`src/shared/pcig_pkg.sv`:
```
// ****************************************************************
// host bus glue: shared constants, types and helpers
// ****************************************************************
package pcig_pkg;

	// bus commands carried on the command/byte-enable lanes
	localparam logic [3:0] CMD_IO_RD  = 4'h2;
	localparam logic [3:0] CMD_IO_WR  = 4'h3;
	localparam logic [3:0] CMD_MEM_RD = 4'h6;
	localparam logic [3:0] CMD_MEM_WR = 4'h7;
	localparam logic [3:0] CMD_CFG_RD = 4'hA;
	localparam logic [3:0] CMD_CFG_WR = 4'hB;
	localparam logic [3:0] CMD_DUAL   = 4'hD;    // dual address cycle marker
	localparam logic [3:0] BE_ALL     = 4'h0;    // all four lanes enabled (active low)

	// target register offsets inside the io / memory window
	localparam logic [7:0] OFS_ISR    = 8'h00;
	localparam logic [7:0] OFS_IMR    = 8'h04;
	// config dword holding the latency timer, and its lane
	localparam logic [5:0] CFG_DW_LAT = 6'h03;
	localparam int         LTR_LSB    = 8;
	localparam int         LTR_LANE   = 1;
	localparam int         DEC_LSB    = 8;       // window decode uses address bits 31:8

	// interrupt field layout
	localparam int          ISR_W      = 8;
	localparam int          IMR_GLOBAL = 31;
	localparam logic [7:0]  LTR_RESET  = 8'h00;
	localparam logic [31:0] IMR_RESET  = 32'h00000000;
	localparam logic [7:0]  ISR_RESET  = 8'h00;

	// cycles a master waits for a target claim before aborting
	localparam logic [3:0] DEVSEL_WAIT = 4'h8;

	// target states, one-hot
	typedef enum logic [3:0] {
		T_IDLE = 4'b0001,
		T_WAIT = 4'b0010,
		T_XFER = 4'b0100,
		T_HOLD = 4'b1000
	} pcig_tstate_t;

	// master states, one-hot
	typedef enum logic [5:0] {
		M_IDLE    = 6'b000001,
		M_REQ     = 6'b000010,
		M_ADDR    = 6'b000100,
		M_ADDR_HI = 6'b001000,
		M_DATA    = 6'b010000,
		M_TURN    = 6'b100000
	} pcig_mstate_t;

	// bus inputs as seen after the synchroniser
	typedef struct packed {
		logic        frame_n;
		logic        irdy_n;
		logic        trdy_n;
		logic        devsel_n;
		logic        stop_n;
		logic        gnt_n;
		logic        idsel;
		logic        m66en;
		logic [3:0]  cbe_n;
		logic [31:0] ad;
	} pcig_pins_t;

	// idle bus: all active-low strobes high
	localparam pcig_pins_t PINS_IDLE = '{frame_n: 1'b1, irdy_n: 1'b1, trdy_n: 1'b1,
		devsel_n: 1'b1, stop_n: 1'b1, gnt_n: 1'b1, idsel: 1'b0, m66en: 1'b0,
		cbe_n: 4'hF, ad: 32'h00000000};

	// byte lane order: little keeps byte 0 low, big moves byte 0 to 31:24
	function automatic logic [31:0] pcig_lanes(input logic [31:0] d, input logic big);
		pcig_lanes = big ? {d[7:0], d[15:8], d[23:16], d[31:24]} : d;
	endfunction

endpackage

```
`src/shared/pcig_lat_if.sv`:
```
`timescale 1ns/100ps
`default_nettype none
// ****************************************************************
// link between the master engine and its latency timer
// ****************************************************************
interface pcig_lat_if;
	logic       frame_start;   // one cycle as the master address goes out
	logic       frame_active;  // master still holding frame asserted
	logic       gnt_n;         // synchronised grant, low = granted
	logic [7:0] latency_timer_register;           // programmed latency count
	logic       expired;       // count has run out during this frame
	logic       terminate;     // expired and grant taken away

	modport eng (output frame_start, frame_active, gnt_n, latency_timer_register, input expired, terminate);
	modport tmr (input frame_start, frame_active, gnt_n, latency_timer_register, output expired, terminate);
endinterface
`default_nettype wire

```
`src/core/pcig_glue.sv`:
```
`timescale 1ns/100ps
`default_nettype none
module pcig_glue
	import pcig_pkg::*;
(
	input  wire logic        sys_clk,
	input  wire logic        srst,
	input  wire logic [31:0] ad_in,
	output logic      [31:0] ad_out,
	output logic             ad_oe,
	input  wire logic [3:0]  cbe_n_in,
	output logic      [3:0]  cbe_n_out,
	output logic             cbe_n_oe,
	input  wire logic        frame_n_in,
	output logic             frame_n_out,
	output logic             frame_n_oe,
	input  wire logic        irdy_n_in,
	output logic             irdy_n_out,
	output logic             irdy_n_oe,
	input  wire logic        trdy_n_in,
	output logic             trdy_n_out,
	output logic             trdy_n_oe,
	input  wire logic        devsel_n_in,
	output logic             devsel_n_out,
	output logic             devsel_n_oe,
	input  wire logic        stop_n_in,
	output logic             stop_n_out,
	output logic             stop_n_oe,
	input  wire logic        idsel,
	input  wire logic        gnt_n,
	output logic             req_n,
	input  wire logic        m66en,
	output logic             bus_66mhz,
	output logic             inta_n_out,
	output logic             inta_n_oe,
	input  wire logic [23:0] io_base,
	input  wire logic [23:0] mem_base,
	input  wire logic        endian_big,
	input  wire logic        dac_enable,
	input  wire logic [7:0]  irq_src,
	input  wire logic        mst_start,
	input  wire logic [63:0] mst_addr,
	input  wire logic        mst_write,
	input  wire logic [7:0]  mst_count,
	input  wire logic [31:0] mst_wdata,
	output logic             mst_wnext,
	output logic      [31:0] mst_rdata,
	output logic             mst_rvalid,
	output logic             mst_busy,
	output logic             mst_done,
	output logic             mst_abort
);

	// ****************************************************************
	// pin synchroniser
	// ****************************************************************
	pcig_pins_t pin_raw;    // bus inputs as they arrive
	pcig_pins_t pin_meta;   // first stage, read only by pin_s
	pcig_pins_t pin_s;      // safe copy for all logic
	logic       frame_prev; // frame one cycle earlier, for edge find

	assign pin_raw = {frame_n_in, irdy_n_in, trdy_n_in, devsel_n_in, stop_n_in,
		gnt_n, idsel, m66en, cbe_n_in, ad_in};

	// two stages, then one more for the address phase edge
	always_ff @(posedge sys_clk) begin
		if (srst) begin
			pin_meta   <= PINS_IDLE;
			pin_s      <= PINS_IDLE;
			frame_prev <= 1'b1;
		end else begin
			pin_meta   <= pin_raw;
			pin_s      <= pin_meta;
			frame_prev <= pin_s.frame_n;
		end
	end

	// speed strap only reported; the logic is the same at both rates
	assign bus_66mhz = pin_s.m66en;

	// ****************************************************************
	// target side and registers
	// ****************************************************************
	pcig_tstate_t t_state, next_t_state;
	pcig_mstate_t m_state;
	logic [3:0]   t_cmd, next_t_cmd;     // command of the claimed cycle
	logic [31:0]  t_addr, next_t_addr;   // address of the claimed cycle
	logic [31:0]  t_data, next_t_data;   // read data held for the bus
	logic [7:0]   interrupt_status_register, next_isr;         // interrupt_status_register
	logic [31:0]  interrupt_mask_register, next_imr;         // interrupt_mask_register
	logic [7:0]   latency_timer_register, next_ltr;         // latency_timer_register
	logic         frame_fall;            // address phase seen
	logic         t_cfg;                 // claimed cycle is a config cycle
	logic         t_rd;                  // claimed cycle reads from us
	logic [31:0]  wdata;                 // write data in register order
	logic [7:0]   isr_clr;               // ones written to the status

	// claim test: only single address commands are decoded here
	function automatic logic pcig_claim(input logic [3:0] cmd, input logic [31:0] a,
		input logic sel, input logic [23:0] iob, input logic [23:0] memb);
		case (cmd)
			CMD_IO_RD, CMD_IO_WR:   pcig_claim = a[31:DEC_LSB] == iob;
			CMD_MEM_RD, CMD_MEM_WR: pcig_claim = a[31:DEC_LSB] == memb;
			CMD_CFG_RD, CMD_CFG_WR: pcig_claim = sel && a[1:0] == 2'b00;
			default:                pcig_claim = 1'b0;
		endcase
	endfunction

	assign frame_fall = frame_prev && !pin_s.frame_n && m_state == M_IDLE;
	assign t_cfg = t_cmd == CMD_CFG_RD || t_cmd == CMD_CFG_WR;
	assign t_rd  = t_cmd == CMD_IO_RD || t_cmd == CMD_MEM_RD || t_cmd == CMD_CFG_RD;
	// config data stays in little order whatever the lane setting
	assign wdata = t_cfg ? pin_s.ad : pcig_lanes(pin_s.ad, endian_big);

	// next target state, register reads and writes
	always_comb begin
		next_t_state = t_state;
		next_t_cmd   = t_cmd;
		next_t_addr  = t_addr;
		next_t_data  = t_data;
		next_imr     = interrupt_mask_register;
		next_ltr     = latency_timer_register;
		isr_clr      = 8'h00;
		case (t_state)
			T_IDLE: begin
				if (frame_fall && pcig_claim(pin_s.cbe_n, pin_s.ad, pin_s.idsel,
					io_base, mem_base)) begin
					next_t_state = T_WAIT;
					next_t_cmd   = pin_s.cbe_n;
					next_t_addr  = pin_s.ad;
				end
			end
			T_WAIT: begin
				// read value in bus lane order
				if (t_cfg) begin
					next_t_data = t_addr[7:2] == CFG_DW_LAT ?
						{16'h0000, latency_timer_register, 8'h00} : 32'h00000000;
				end else if (t_addr[7:0] == OFS_ISR) begin
					next_t_data = pcig_lanes({24'h000000, interrupt_status_register}, endian_big);
				end else if (t_addr[7:0] == OFS_IMR) begin
					next_t_data = pcig_lanes(interrupt_mask_register, endian_big);
				end else begin
					next_t_data = 32'h00000000;
				end
				if (!pin_s.irdy_n) begin
					next_t_state = T_XFER;
					if (!t_rd && t_cfg && t_addr[7:2] == CFG_DW_LAT
						&& !pin_s.cbe_n[LTR_LANE]) begin
						next_ltr = wdata[LTR_LSB +: 8];
					end else if (!t_rd && !t_cfg && t_addr[7:0] == OFS_ISR) begin
						isr_clr = wdata[ISR_W-1:0];
					end else if (!t_rd && !t_cfg && t_addr[7:0] == OFS_IMR) begin
						next_imr = wdata;
					end
				end else if (pin_s.frame_n) begin
					next_t_state = T_IDLE;   // master gave up before data
				end
			end
			T_XFER: begin
				// one word per claim; a longer burst is disconnected
				next_t_state = pin_s.frame_n ? T_IDLE : T_HOLD;
			end
			T_HOLD: begin
				if (pin_s.frame_n) begin
					next_t_state = T_IDLE;
				end
			end
			default: next_t_state = T_IDLE;
		endcase
		// a new event wins over a clear landing in the same cycle
		next_isr = (interrupt_status_register & ~isr_clr) | irq_src;
	end

	// register only
	always_ff @(posedge sys_clk) begin
		if (srst) begin
			t_state <= T_IDLE;
			t_cmd   <= 4'h0;
			t_addr  <= 32'h00000000;
			t_data  <= 32'h00000000;
			interrupt_status_register     <= ISR_RESET;
			interrupt_mask_register     <= IMR_RESET;
			latency_timer_register     <= LTR_RESET;
		end else begin
			t_state <= next_t_state;
			t_cmd   <= next_t_cmd;
			t_addr  <= next_t_addr;
			t_data  <= next_t_data;
			interrupt_status_register     <= next_isr;
			interrupt_mask_register     <= next_imr;
			latency_timer_register     <= next_ltr;
		end
	end

	// ****************************************************************
	// interrupt pin
	// ****************************************************************
	// pure gating of register bits, no clock between condition and pin
	assign inta_n_out = 1'b0;
	assign inta_n_oe  = interrupt_mask_register[IMR_GLOBAL] && |(interrupt_status_register & interrupt_mask_register[ISR_W-1:0]);

	// ****************************************************************
	// master engine
	// ****************************************************************
	pcig_lat_if lat ();
	pcig_mstate_t next_m_state;
	logic [63:0]  m_addr, next_m_addr;     // transfer start address
	logic         m_wr, next_m_wr;         // transfer direction
	logic [7:0]   m_remain, next_m_remain; // words still to move
	logic [3:0]   m_wait, next_m_wait;     // cycles without a claim
	logic [31:0]  m_ad, next_m_ad;         // master word for the bus
	logic [3:0]   m_cbe, next_m_cbe;       // command or byte enables
	logic [31:0]  next_rdata;
	logic         next_rvalid, next_done, next_abort;
	logic         m_last;                  // current data phase is the last
	logic         m_dual;                  // this transfer needs two addresses
	logic         m_end, next_m_end;       // frame already let go in this burst

	// the timer disarms once frame drops, so the end must be held here
	assign m_last = m_remain == 8'h01 || lat.terminate || m_end;
	assign m_dual = dac_enable && m_addr[63:32] != 32'h00000000;

	// next master state
	always_comb begin
		next_m_state  = m_state;
		next_m_addr   = m_addr;
		next_m_wr     = m_wr;
		next_m_remain = m_remain;
		next_m_wait   = m_wait;
		next_m_ad     = m_ad;
		next_m_cbe    = m_cbe;
		next_rdata    = mst_rdata;
		next_rvalid   = 1'b0;
		next_done     = 1'b0;
		next_abort    = 1'b0;
		mst_wnext     = 1'b0;
		// once frame is released it must stay up until the burst ends
		next_m_end    = m_state == M_DATA && m_last;
		case (m_state)
			M_IDLE: begin
				if (mst_start && t_state == T_IDLE && mst_count != 8'h00) begin
					next_m_state  = M_REQ;
					next_m_addr   = mst_addr;
					next_m_wr     = mst_write;
					next_m_remain = mst_count;
				end
			end
			M_REQ: begin
				if (!pin_s.gnt_n && pin_s.frame_n && pin_s.irdy_n) begin
					next_m_state = M_ADDR;
					next_m_ad    = m_addr[31:0];
					next_m_cbe   = m_dual ? CMD_DUAL :
						(m_wr ? CMD_MEM_WR : CMD_MEM_RD);
				end
			end
			M_ADDR, M_ADDR_HI: begin
				if (m_state == M_ADDR && m_dual) begin
					next_m_state = M_ADDR_HI;
					next_m_ad    = m_addr[63:32];
					next_m_cbe   = m_wr ? CMD_MEM_WR : CMD_MEM_RD;
				end else begin
					next_m_state = M_DATA;
					next_m_wait  = 4'h0;
					next_m_cbe   = BE_ALL;
					next_m_ad    = pcig_lanes(mst_wdata, endian_big);
					mst_wnext    = m_wr;
				end
			end
			M_DATA: begin
				if (!pin_s.trdy_n && !pin_s.devsel_n) begin
					next_m_remain = m_remain - 8'h01;
					next_rdata    = pcig_lanes(pin_s.ad, endian_big);
					next_rvalid   = !m_wr;
					if (m_last || !pin_s.stop_n) begin
						next_m_state = M_TURN;
						next_done    = 1'b1;
					end else begin
						next_m_ad = pcig_lanes(mst_wdata, endian_big);
						mst_wnext = m_wr;
					end
				end else if (pin_s.devsel_n) begin
					next_m_wait = m_wait + 4'h1;
					if (next_m_wait == DEVSEL_WAIT) begin
						next_m_state = M_TURN;   // nobody claimed: master abort
						next_abort   = 1'b1;
					end
				end
			end
			M_TURN:  next_m_state = M_IDLE;
			default: next_m_state = M_IDLE;
		endcase
	end

	// register only
	always_ff @(posedge sys_clk) begin
		if (srst) begin
			m_state    <= M_IDLE;
			m_addr     <= 64'h0000000000000000;
			m_wr       <= 1'b0;
			m_remain   <= 8'h00;
			m_wait     <= 4'h0;
			m_end      <= 1'b0;
			m_ad       <= 32'h00000000;
			m_cbe      <= BE_ALL;
			mst_rdata  <= 32'h00000000;
			mst_rvalid <= 1'b0;
			mst_done   <= 1'b0;
			mst_abort  <= 1'b0;
		end else begin
			m_state    <= next_m_state;
			m_addr     <= next_m_addr;
			m_wr       <= next_m_wr;
			m_remain   <= next_m_remain;
			m_wait     <= next_m_wait;
			m_end      <= next_m_end;
			m_ad       <= next_m_ad;
			m_cbe      <= next_m_cbe;
			mst_rdata  <= next_rdata;
			mst_rvalid <= next_rvalid;
			mst_done   <= next_done;
			mst_abort  <= next_abort;
		end
	end

	// latency timer hookup
	assign lat.frame_start  = m_state == M_ADDR;
	assign lat.frame_active = m_state == M_ADDR || m_state == M_ADDR_HI
		|| (m_state == M_DATA && !m_last);
	assign lat.gnt_n        = pin_s.gnt_n;
	assign lat.latency_timer_register          = latency_timer_register;

	pcig_lat_timer u_lat (
		.sys_clk (sys_clk),
		.srst    (srst),
		.lat     (lat)
	);

	// ****************************************************************
	// pin drivers
	// ****************************************************************
	assign mst_busy     = m_state != M_IDLE;
	assign req_n        = m_state != M_REQ;
	assign frame_n_oe   = m_state inside {M_ADDR, M_ADDR_HI, M_DATA, M_TURN};
	assign frame_n_out  = !(m_state inside {M_ADDR, M_ADDR_HI}
		|| (m_state == M_DATA && !m_last));
	assign irdy_n_oe    = m_state inside {M_DATA, M_TURN};
	assign irdy_n_out   = m_state != M_DATA;
	assign cbe_n_oe     = m_state inside {M_ADDR, M_ADDR_HI, M_DATA};
	assign cbe_n_out    = m_cbe;
	assign devsel_n_oe  = t_state != T_IDLE;
	assign devsel_n_out = t_state == T_IDLE;
	assign trdy_n_oe    = t_state != T_IDLE;
	assign trdy_n_out   = t_state != T_XFER;
	assign stop_n_oe    = t_state != T_IDLE;
	assign stop_n_out   = !(t_state == T_HOLD || (t_state == T_XFER && !pin_s.frame_n));
	assign ad_oe        = m_state inside {M_ADDR, M_ADDR_HI} || (m_state == M_DATA && m_wr)
		|| (t_rd && t_state inside {T_WAIT, T_XFER});
	assign ad_out       = t_state == T_IDLE ? m_ad : t_data;
endmodule
`default_nettype wire

```
`src/core/pcig_lat_timer.sv`:
```
`timescale 1ns/100ps
`default_nettype none
// ****************************************************************
// master latency timer
// ****************************************************************
module pcig_lat_timer
	import pcig_pkg::*;
(
	input  wire logic sys_clk,
	input  wire logic srst,
	pcig_lat_if.tmr   lat
);

	logic [7:0] count;       // remaining bus clocks
	logic [7:0] next_count;
	logic       armed;       // timer running for the current frame
	logic       next_armed;

	// next count: load on frame start, forget on early frame release
	always_comb begin
		next_count = count;
		next_armed = armed;
		if (lat.frame_start) begin
			next_count = lat.latency_timer_register;
			next_armed = 1'b1;
		end else if (!lat.frame_active) begin
			next_armed = 1'b0;
		end else if (armed && count != 8'h00) begin
			next_count = count - 8'h01;
		end
	end

	// register only
	always_ff @(posedge sys_clk) begin
		if (srst) begin
			count <= LTR_RESET;
			armed <= 1'b0;
		end else begin
			count <= next_count;
			armed <= next_armed;
		end
	end

	assign lat.expired   = armed && count == 8'h00;
	// a grant still held lets the burst run on past expiry
	assign lat.terminate = lat.expired && lat.gnt_n;
endmodule
`default_nettype wire

```
`config.mk`:
```
export PLATFORM = sky130hd
export DESIGN_NAME = pcig_glue
export DESIGN_NICKNAME = d
export VERILOG_FILES = /design/src/shared/pcig_pkg.sv /design/src/shared/pcig_lat_if.sv /design/src/core/pcig_glue.sv /design/src/core/pcig_lat_timer.sv
export SDC_FILE = /design/constraint.sdc
export NUM_CORES = 1
export LEC_CHECK = 0
export ABC_AREA = 1
export ABC_CLOCK_PERIOD_IN_PS = 5600
export BUFFER_PORTS_ARGS = -buffer_cell sky130_fd_sc_hd__buf_2
export CAP_MARGIN = 20
export CORE_MARGIN = 1
export CORE_UTILIZATION = 40
export CTS_CLUSTER_SIZE = 40
export DETAILED_ROUTE_END_ITERATION = 6
export GPL_TIMING_DRIVEN = 1
export SKIP_CTS_REPAIR_TIMING = 1
export SLEW_MARGIN = 30
export SYNTH_ARGS = -nofsm -noshare
export SYNTH_HDL_FRONTEND = slang
export SYNTH_SLANG_ARGS = --single-unit
```
`constraint.sdc`:
```
create_clock -name sys_clk -period 5.6 [get_ports sys_clk]
set_input_delay 1.68 -clock sys_clk [delete_from_list [all_inputs] [get_ports sys_clk]]
set_output_delay 1.68 -clock sys_clk [all_outputs]
set_load 0.01 [all_outputs]
```
# Yosys cells after proc, flatten, opt, wreduce, memory -nomap -nowiden
# Index checks and enable logic that the tools add are counted.
[totals]
ff_bits = 349
wordCells = 240
[op_classes]
n_addsub = 3
n_eq_ne = 43
muxes = 57
bitwise_logic = 10
n_reduce_logical = 85
[ops]
columns = ["operator", "n"]
rows = [
  ["$mux W32", 13],
  ["$pmux W32 S3", 1],
  ["$mux W8", 9],
  ["$eq A24 B24 Y1", 2],
  ["$mux W4", 9],
  ["$mux W6", 6],
  ["$reduce_bool A32 Y1", 1],
  ["$logic_and A1 B1 Y1", 26],
  ["$eq A4 B4 Y1 const B", 6],
  ["$pmux W6 S4", 1],
  ["$and A8 B8 Y8", 2],
  ["$eq A4 B2 Y1 const B", 4],
  ["$eq A4 B3 Y1 const B", 4],
  ["$logic_not A8 Y1", 2],
  ["$mux W16", 1],
  ["$pmux W4 S2", 2],
  ["$pmux W4 S4", 1],
  ["$pmux W8 S2", 1],
  ["$reduce_bool A2 Y1", 8],
  ["$reduce_bool A8 Y1", 2],
  ["$sub A8 B1 Y8 const B", 2],
  ["$ne A2 B2 Y1 const B", 7],
  ["$eq A6 B2 Y1 const B", 2],
  ["$logic_not A1 Y1", 12],
  ["other kinds (36)", 74],
]

# Depth between registers and ports, before layout
# Gate-level depths: netlist of run 1.
[logic_depth]
depth_word = 13
depth_mapped = 18
mapped_depth_nobuf = 16

# Cells and area by module
# A second synthesis of run 1 with hierarchy kept.
[hier_totals]
cells_unflattened = 2480
hier_area_um2 = 16764.8
[modules_own_cells]
columns = ["module", "instances", "cells_each", "area_per_inst_um2", "seq_area_each_um2"]
rows = [
  ["pcig_glue", 1, 2372, 16111.7, 6806.5],
  ["pcig_lat_timer", 1, 108, 653.1, 180.2],
]

# Worst setup path before layout of run 1
# OpenSTA, ideal clock, no wires.
[synth_timing]
path_type = "input-to-output"
startpoint = "input port dac_enable"
endpoint = "output port mst_wnext"
arrival_time_ns = 2.329
t_required_ns = 3.920
path_slack_ns = 1.591
path_stages = 5
path_buffers = 0
path_cell_list = "nand2_1 -> inv_1 -> nand2_1 -> nand2_1 -> a21oi_1"
[synth_via]
elab_chain_len = 4
[synth_rtl]
columns = ["item", "line", "text"]
rows = [
  ["from (decl)", "pcig_glue.sv:39", "input wire logic dac_enable,"],
  ["$logic_and A1 B1 Y1", "pcig_glue.sv:221", "assign m_dual = dac_enable && m_addr[63:32] != 32'h00000000;"],
  ["$logic_and A1 B1 Y1", "pcig_glue.sv:257", "if (m_state == M_ADDR && m_dual) begin"],
  ["$mux W1", "pcig_glue.sv:257", ""],
  ["$pmux W1 S2", "pcig_glue.sv:239", "case (m_state)"],
  ["to (decl)", "pcig_glue.sv:46", "output logic mst_wnext,"],
]
# No other way between the ends.

# Worst setup path after layout of run 1
[layout_timing]
startpoint = "register m_state[2]"
endpoint = "output port frame_n_out"
[layout_via]
elab_chain_len = 4
word_cells_on_any_way = 7
[layout_rtl]
columns = ["item", "line", "text"]
rows = [
  ["from (decl)", "pcig_glue.sv:85", "pcig_mstate_t m_state;"],
  ["from (signal assigned)", "pcig_glue.sv:310", "m_state <= next_m_state;"],
  ["$eq A6 B3 Y1, or another cell as far along", "pcig_glue.sv:344", "assign frame_n_out = !(m_state inside {M_ADDR, M_ADDR_HI}"],
  ["$reduce_bool A2 Y1 or $logic_and A1 B1 Y1 (tied branches)", "pcig_glue.sv:344, pcig_glue.sv:345", ""],
  ["$logic_or A1 B1 Y1 (*)", "pcig_glue.sv:345", "|| (m_state == M_DATA && !m_last));"],
  ["$logic_not A1 Y1 (*)", "pcig_glue.sv:344", ""],
  ["to (decl)", "pcig_glue.sv:15", "output logic frame_n_out,"],
]
# Mark *: on every way between the ends. The rest lies on a longest branch, timed or not.

==> metrics.yaml, run 1 <==
grt_remaining_overflow: 0
peakVddDrop_uv: 234
clock.fmax_mhz: 213
grt_setup_unrepaired: "no"
yosys.area_share.simple: 0.246
worst_hold_startpoint: "pin_meta[8]"
place.detailed.hpwl_um: 38900
drt_iter0_markers: 1384
post-synth-top-count-cell: "sky130_fd_sc_hd__nand2_1"
worst_r2r_path_depth: 13
worstSetupStartpointType: "register"
postSynth.topFlopCell: "sky130_fd_sc_hd__dfxtp_1"
synth_top_area_frac: 0.430
critical_path_arrival_ns: 3.01
groute.usage.overall: 0.255
synth.largest_area_cell: "sky130_fd_sc_hd__dfxtp_1"
number_of_flops_mapped_to_enable_cells_by_yosys: 0
synthesis.area_per_instance_um2: 6.75
r2r_setup_slack_ns: 1.88
vias_in_the_first_global_route: 14755
cts_max_path_buffers: 3
antenna_violations_before_repair: 0
timing.rr.end: "m_remain[6]"
timing.setup.tns_ns: 0
hold_depth: 2
synth_adder_area_share: 0.00385
worst-path-max-fanout: 51
required_ns: 3.92
async_reset_ff_frac: 0
synth.yosys.seq_area_share: 0.430
report.final.setup_viol: 0
drt_pre_antenna_iters: 6
distinct_cells_synth: 50
cts_root_buffer: "sky130_fd_sc_hd__clkbuf_16"
ios: 299
tritoncts: "built"
yosys-mux-area-fraction: 0.00123
synth_commonest_cells: "sky130_fd_sc_hd__nand2_1 (593), sky130_fd_sc_hd__dfxtp_1 (349), sky130_fd_sc_hd__inv_1 (316)"
grt_first_pass_wirelength_um: 82800
post_synth_main_area_contributors: "sky130_fd_sc_hd__dfxtp_1 (43%), sky130_fd_sc_hd__nand2_1 (14%), sky130_fd_sc_hd__o21ai_0 (8.2%), sky130_fd_sc_hd__inv_1 (7.3%), sky130_fd_sc_hd__a21oi_1 (6.9%)"
portBuffers: 297
final-hold-violation-count: 0
detail_route.wl_per_cell_um: 17.0
die_h_um: 204
power_density_of_the_placed_cells_nw_per_um2: 363
status: "finished, final reports clean"
worst_hold_slack_ns: 0.399
clock-skew-final_ns: 0.0194
synth_seq_cells: 349
synthToLayoutAreaGrowth_pct: 18.5
clk_pin_slew_ns: 0.06
hold_path.class: "reg -> reg"
synth_top_family_by_area: "simple AND/OR/NAND/NOR gates"
htree_levels: 2
critical_path.reg2reg.startpoint: "m_state[2]"
antenna_cells_inserted: 0
chipWidth_um: 204
power_leakage_nw: 8.74
finalCriticalPeriod_ns: 4.69
core-area_um2: 39900
num-fill-cells: 4148
synth_cell_area_um2: 16200
post_route_cells_drive_above_1_share: 0.160
synth_cells: 2406
slew_headroom: 0.365
maximum_number_of_pins_on_one_net_before_global_route_repair: 131
drc: 0
max_cap_viol_count: 0
cts_inserted_buffers: 40
worstHoldEndpoint: "pin_s[8]"
routed_via_density: 5.14
cts_sinks: 349
fp.dieArea_um2: 41400
tightest_slew_ns: 0.952
clk-insertion-delay-late_ns: 0.57
min_period_over_period: 0.837
slew_violations: 0
synth-compound-area-share: 0.199
fp-row-count: 73
timing_worst_setup_path_type: "reg -> out"
setup.worst_path.end_class: "output port"
net_total_in_the_final_layout: 2829
synth_nets: 2621
antenna_left: 0
initial_core_util: 0.407
yosys_warning_total: 0
drt_wl_total_um: 53900
detailed_route_via_count: 16296
gp_congestion: 0.934
synthXorXnorAreaFrac: 0.00539
## layout make-up
type                            count  area (µm²)  area share
Multi-Input combinational cell   1582        7430       0.386
Sequential cell                   349        6990       0.363
Timing Repair Buffer              315        1630      0.0847
Inverter                          326        1230      0.0637
Clock buffer                       58        1150      0.0597
Tap cell                          525         657      0.0341
Clock inverter                     13         179     0.00929
## registers in the layout (all words and copies together) (netlist names), 6 cells and up
signal                      flops
interrupt_mask_register        32
interrupt_status_register       8
lat.latency_timer_register      8
m_ad                           32
m_addr                         64
m_remain                        8
m_state                         6
mst_rdata                      32
pin_meta                       44
pin_s                          42
t_addr                          8
t_data                         32
u_lat.count                     8
## kinds of logic (layout without fill, tap and decap cells)
group	Yosys count	after routing
simple gates	961	961
compound gates	603	603
buf+inv	475	712
flops	349	349
xor+xnor	10	10
fa+ha+maj	5	5
mux	2	2
other cells	1	1
## metal layers
metal  GRT usage  wire, µm  up-vias
li1            -         -     8172
met1       0.340     23800     7439
met2       0.418     24700      611
met3      0.0363      3860       74
met4      0.0913      1510        0
met5           0         0        -
## per-stage QoR
stage	power (W)	setup slack [ns]	std cells	area, µm²	util
final	0.00698	0.910	3168	19300	0.482
after global routing	0.00734	0.699	3168	19300	0.482
after CTS	0.00704	1.01	3168	19300	0.482
after detailed placement	0.00438	1.50	3097	17900	0.449
after global placement	0.00435	1.50	3097	17900	0.449
after floorplan	0.00387	1.59	2406	16200	-
## cell usage in the layout (no fill, tap or decap), drive strengths merged, types with 12 or more instances in the layout
| master | synthesis | routed |
|---|---|---|
| clkbuf | 115 | 58 |
| nand4 | 33 | 33 |
| nand2 | 594 | 594 |
| nor3 | 12 | 12 |
| o21ai | 278 | 278 |
| a31oi | 20 | 20 |
| dfxtp | 349 | 349 |
| inv | 324 | 322 |
| o22ai | 35 | 35 |
| buf | 34 | 315 |
| nor2 | 183 | 183 |
| or2 | 24 | 24 |
| clkinv | 2 | 12 |
| nor4 | 14 | 14 |
| nand3 | 96 | 96 |
| a21oi | 224 | 224 |
## critical path, cell delays in order, from the launching register on
cell	delay, ns
sky130_fd_sc_hd__dfxtp_1	0.32
sky130_fd_sc_hd__nor2_1	0.19
sky130_fd_sc_hd__nand2_1	0.11
sky130_fd_sc_hd__nor3_2	0.12
sky130_fd_sc_hd__buf_4	0.22
sky130_fd_sc_hd__clkinv_2	0.65
sky130_fd_sc_hd__o21ai_1	0.60
sky130_fd_sc_hd__inv_1	0.08
sky130_fd_sc_hd__buf_2	0.15
## worst max path at each step
stage,startpoint,to,slack (ns),cells after the start
4_1_cts,m_state[1],frame_n_oe,1.01,8
3_5_place_dp,dac_enable,mst_wnext,1.50,7
6_report,m_state[2],frame_n_out,0.91,8
5_1_grt,m_state[1],frame_n_out,0.70,8
2_1_floorplan,dac_enable,mst_wnext,1.59,5
3_3_place_gp,dac_enable,mst_wnext,1.50,7
## where the power goes
part           switching, W  internal [W]
Combinational      0.000975      0.000455
Sequential         0.000133       0.00277
Clock               0.00108       0.00157
No activity file was read; power rests on OpenSTA's default activity.
==> run 2: changes to the inputs <==
--- a/config.mk
+++ b/config.mk
@@ -6,7 +6,7 @@
 export NUM_CORES = 1
 export LEC_CHECK = 0
 export ABC_AREA = 1
-export ABC_CLOCK_PERIOD_IN_PS = 5600
+export ABC_CLOCK_PERIOD_IN_PS = 4600
 export BUFFER_PORTS_ARGS = -buffer_cell sky130_fd_sc_hd__buf_2
 export CAP_MARGIN = 20
 export CORE_MARGIN = 1
==> constraint.sdc (replaced) <==
create_clock -name sys_clk -period 4.6 [get_ports sys_clk]
set_input_delay 1.38 -clock sys_clk [delete_from_list [all_inputs] [get_ports sys_clk]]
set_output_delay 1.38 -clock sys_clk [all_outputs]
set_load 0.01 [all_outputs]
==> metrics.yaml, run 2 (synthesis results as in run 1) <==
tightest_slew_ns: 0.877  # -0.0751 ns
critical_path.cell_chain: "inv_2 -> nand2_1 -> inv_1 -> nand4_1 -> nand2_1 -> nor2_1 -> inv_1 -> buf_2"
groute.usage.overall: 0.257  # +0.00240
final-hold-violation-count: 0  # unchanged
detail_route.wl_per_cell_um: 17.1  # +0.73%
detailed_route_via_count: 16383  # +0.53%
routed_via_density: 5.16  # +0.22%
top_register: "m_addr"
core-area_um2: 39900  # unchanged
worstSetupStartpointType: "register"
critical_path.reg2reg.startpoint: "m_state[4]"
drt_iter0_markers: 1410  # +1.9%
place_ws_ns: 1.07  # -0.431 ns
slew_headroom: 0.413  # +0.0479
critPathSlowestCell: "sky130_fd_sc_hd__nand2_1"
chipWidth_um: 204  # unchanged
required_ns: 3.22  # -0.70 ns
clk-insertion-delay-late_ns: 0.56  # about the same
peakVddDrop_uv: 253  # +8.0%
grt_first_pass_wirelength_um: 83200  # +0.57%
tritoncts: "built"
drc: 0  # unchanged
grt_setup_unrepaired: "no"
drt_pre_antenna_iters: 5  # -1
cts_max_path_buffers: 3  # unchanged
use_met1: 0.338  # -0.00170
fp-row-count: 73  # unchanged
setup.worst_path.end_class: "output port"
drt_wl_total_um: 54400  # +1.0%
post_route_cells_drive_above_1_share: 0.163  # +0.00285
max_cap_viol_count: 0  # unchanged
place.detailed.hpwl_um: 39500  # +1.6%
hold_path.class: "reg -> reg"
most-common-layout-cells: "sky130_fd_sc_hd__nand2_1 (592), sky130_fd_sc_hd__dfxtp_1 (349), sky130_fd_sc_hd__inv_1 (315), sky130_fd_sc_hd__buf_2 (295), sky130_fd_sc_hd__o21ai_0 (266)"
timing_worst_setup_path_type: "reg -> out"
report.final.setup_viol: 0  # unchanged
clock-skew-final_ns: 0.0130  # -0.00640 ns
htree_levels: 2  # unchanged
ios: 299  # unchanged
use_met2: 0.427  # +0.00975
initial_core_util: 0.407  # unchanged
antenna_violations_before_repair: 1  # +1
post_dp_cell_area_um2: 18000  # +0.33%
worst-path-max-fanout: 13  # -75%
power_density_of_the_placed_cells_nw_per_um2: 446  # +23%
largest_register_ff_count: 64  # unchanged
finalCriticalPeriod_ns: 3.99
worst_hold_startpoint: "pin_meta[14]"
status: "finished, final reports clean"
clock.fmax_mhz: 251
critical_path_arrival_ns: 2.61  # -0.40 ns
net_total_in_the_final_layout: 2836  # +0.25%
cts_inserted_buffers: 41  # +2.5%
reg_top3: "m_addr: 64 flops, pin_meta: 44 flops, pin_s: 42 flops"
layer_with_the_highest_usage_after_global_routing: "met2"
portBuffers: 297  # unchanged
final_critical_path_setup_slack_ns: 0.612  # -0.299 ns
cts_root_buffer: "sky130_fd_sc_hd__clkbuf_16"
gp_congestion: 0.911  # -2.5%
post-layout-total-power_w: 0.00865  # +24%
cts_sinks: 349  # unchanged
die_h_um: 204  # unchanged
min_period_over_period: 0.867
finalInstanceArea_um2: 19400  # +0.74%
clk_pin_slew_ns: 0.06  # about the same
power_leakage_nw: 8.84  # +1.1%
vias_in_the_first_global_route: 15090  # +2.3%
grt_remaining_overflow: 0  # unchanged
timing.setup.tns_ns: 0  # unchanged
maximum_number_of_pins_on_one_net_before_global_route_repair: 106  # -19%
fp.dieArea_um2: 41400  # unchanged
gr-usage-met3: 0.0427  # +0.00639
antenna_left: 0  # unchanged
slew_violations: 0  # unchanged
final_common_cell: "sky130_fd_sc_hd__nand2_1"
worst_hold_slack_ns: 0.400  # +0.000975 ns
setup.worst_path.start: "m_state[4]"
slowest_delay_ns: 0.48  # -0.17 ns
synthToLayoutAreaGrowth_pct: 19.4
-- run 2: changes by cell type in the layout (fill, tap and decap cells not counted), moves of 2 or more --
cell and change:
sky130_fd_sc_hd__buf_4 +3, sky130_fd_sc_hd__clkbuf_16 +3, sky130_fd_sc_hd__clkbuf_8 +3, sky130_fd_sc_hd__clkinv_8 -3, sky130_fd_sc_hd__buf_12 +2, sky130_fd_sc_hd__clkbuf_1 -2, sky130_fd_sc_hd__inv_1 +2, sky130_fd_sc_hd__inv_6 +2
-- run 2: worst max-delay path: cells and delay by family (launching register included) --
kind / cells / cell delay [ns]
and+or+nand+nor: 4 / 1.13
DFF: 1 / 0.32
buffers and inverters: 4 / 0.60
-- run 2: metrics by stage --
stage                     std cells   util
final                          3178  0.486
after global placement         3103  0.451
after global routing           3178  0.486
after detailed placement       3103  0.451
after floorplan                2406      -
after CTS                      3177  0.486
-- run 2: cell type report --
| cell class | count | area, µm² |
|---|---|---|
| diodes | 1 | 2.50 |
| clock buffers | 62 | 1260 |
| clock inverters | 12 | 149 |
| fillers | 4124 | 20500 |
| inverters | 326 | 1220 |
| multi-input cells | 1582 | 7420 |
| flip-flops and latches | 349 | 6990 |
| well taps | 525 | 657 |
| repair buffers | 321 | 1700 |
-- run 2: metal layers --
layer	routed length [µm]	vias to the layer above	part of all wire
met5	0	-	0
li1	-	8185	-
met1	23900	7491	0.44
met2	25400	629	0.47
met3	3740	78	0.069
met4	1390	0	0.025
-- run 2: report_power, final --
| part | total (W) | switching (W) | internal, W | leakage (nW) |
|---|---|---|---|---|
| Sequential | 0.00355 | 0.000170 | 0.00338 | 2.85 |
| Combinational | 0.00175 | 0.00118 | 0.000570 | 5.29 |
| Clock | 0.00335 | 0.00130 | 0.00206 | 0.694 |
| Total | 0.00865 | 0.00265 | 0.00600 | 8.84 |
-- run 2: final timing paths --
| kind | end | slack [ns] | cells after the start |
|---|---|---|---|
| setup / recovery | cbe_n_oe | 0.61 | 8 |
| hold / removal | pin_s[14] | 0.40 | 2 |
| setup reg to reg | m_ad[28] | 1.49 | 12 |
| hold reg to reg | pin_s[14] | 0.40 | 2 |
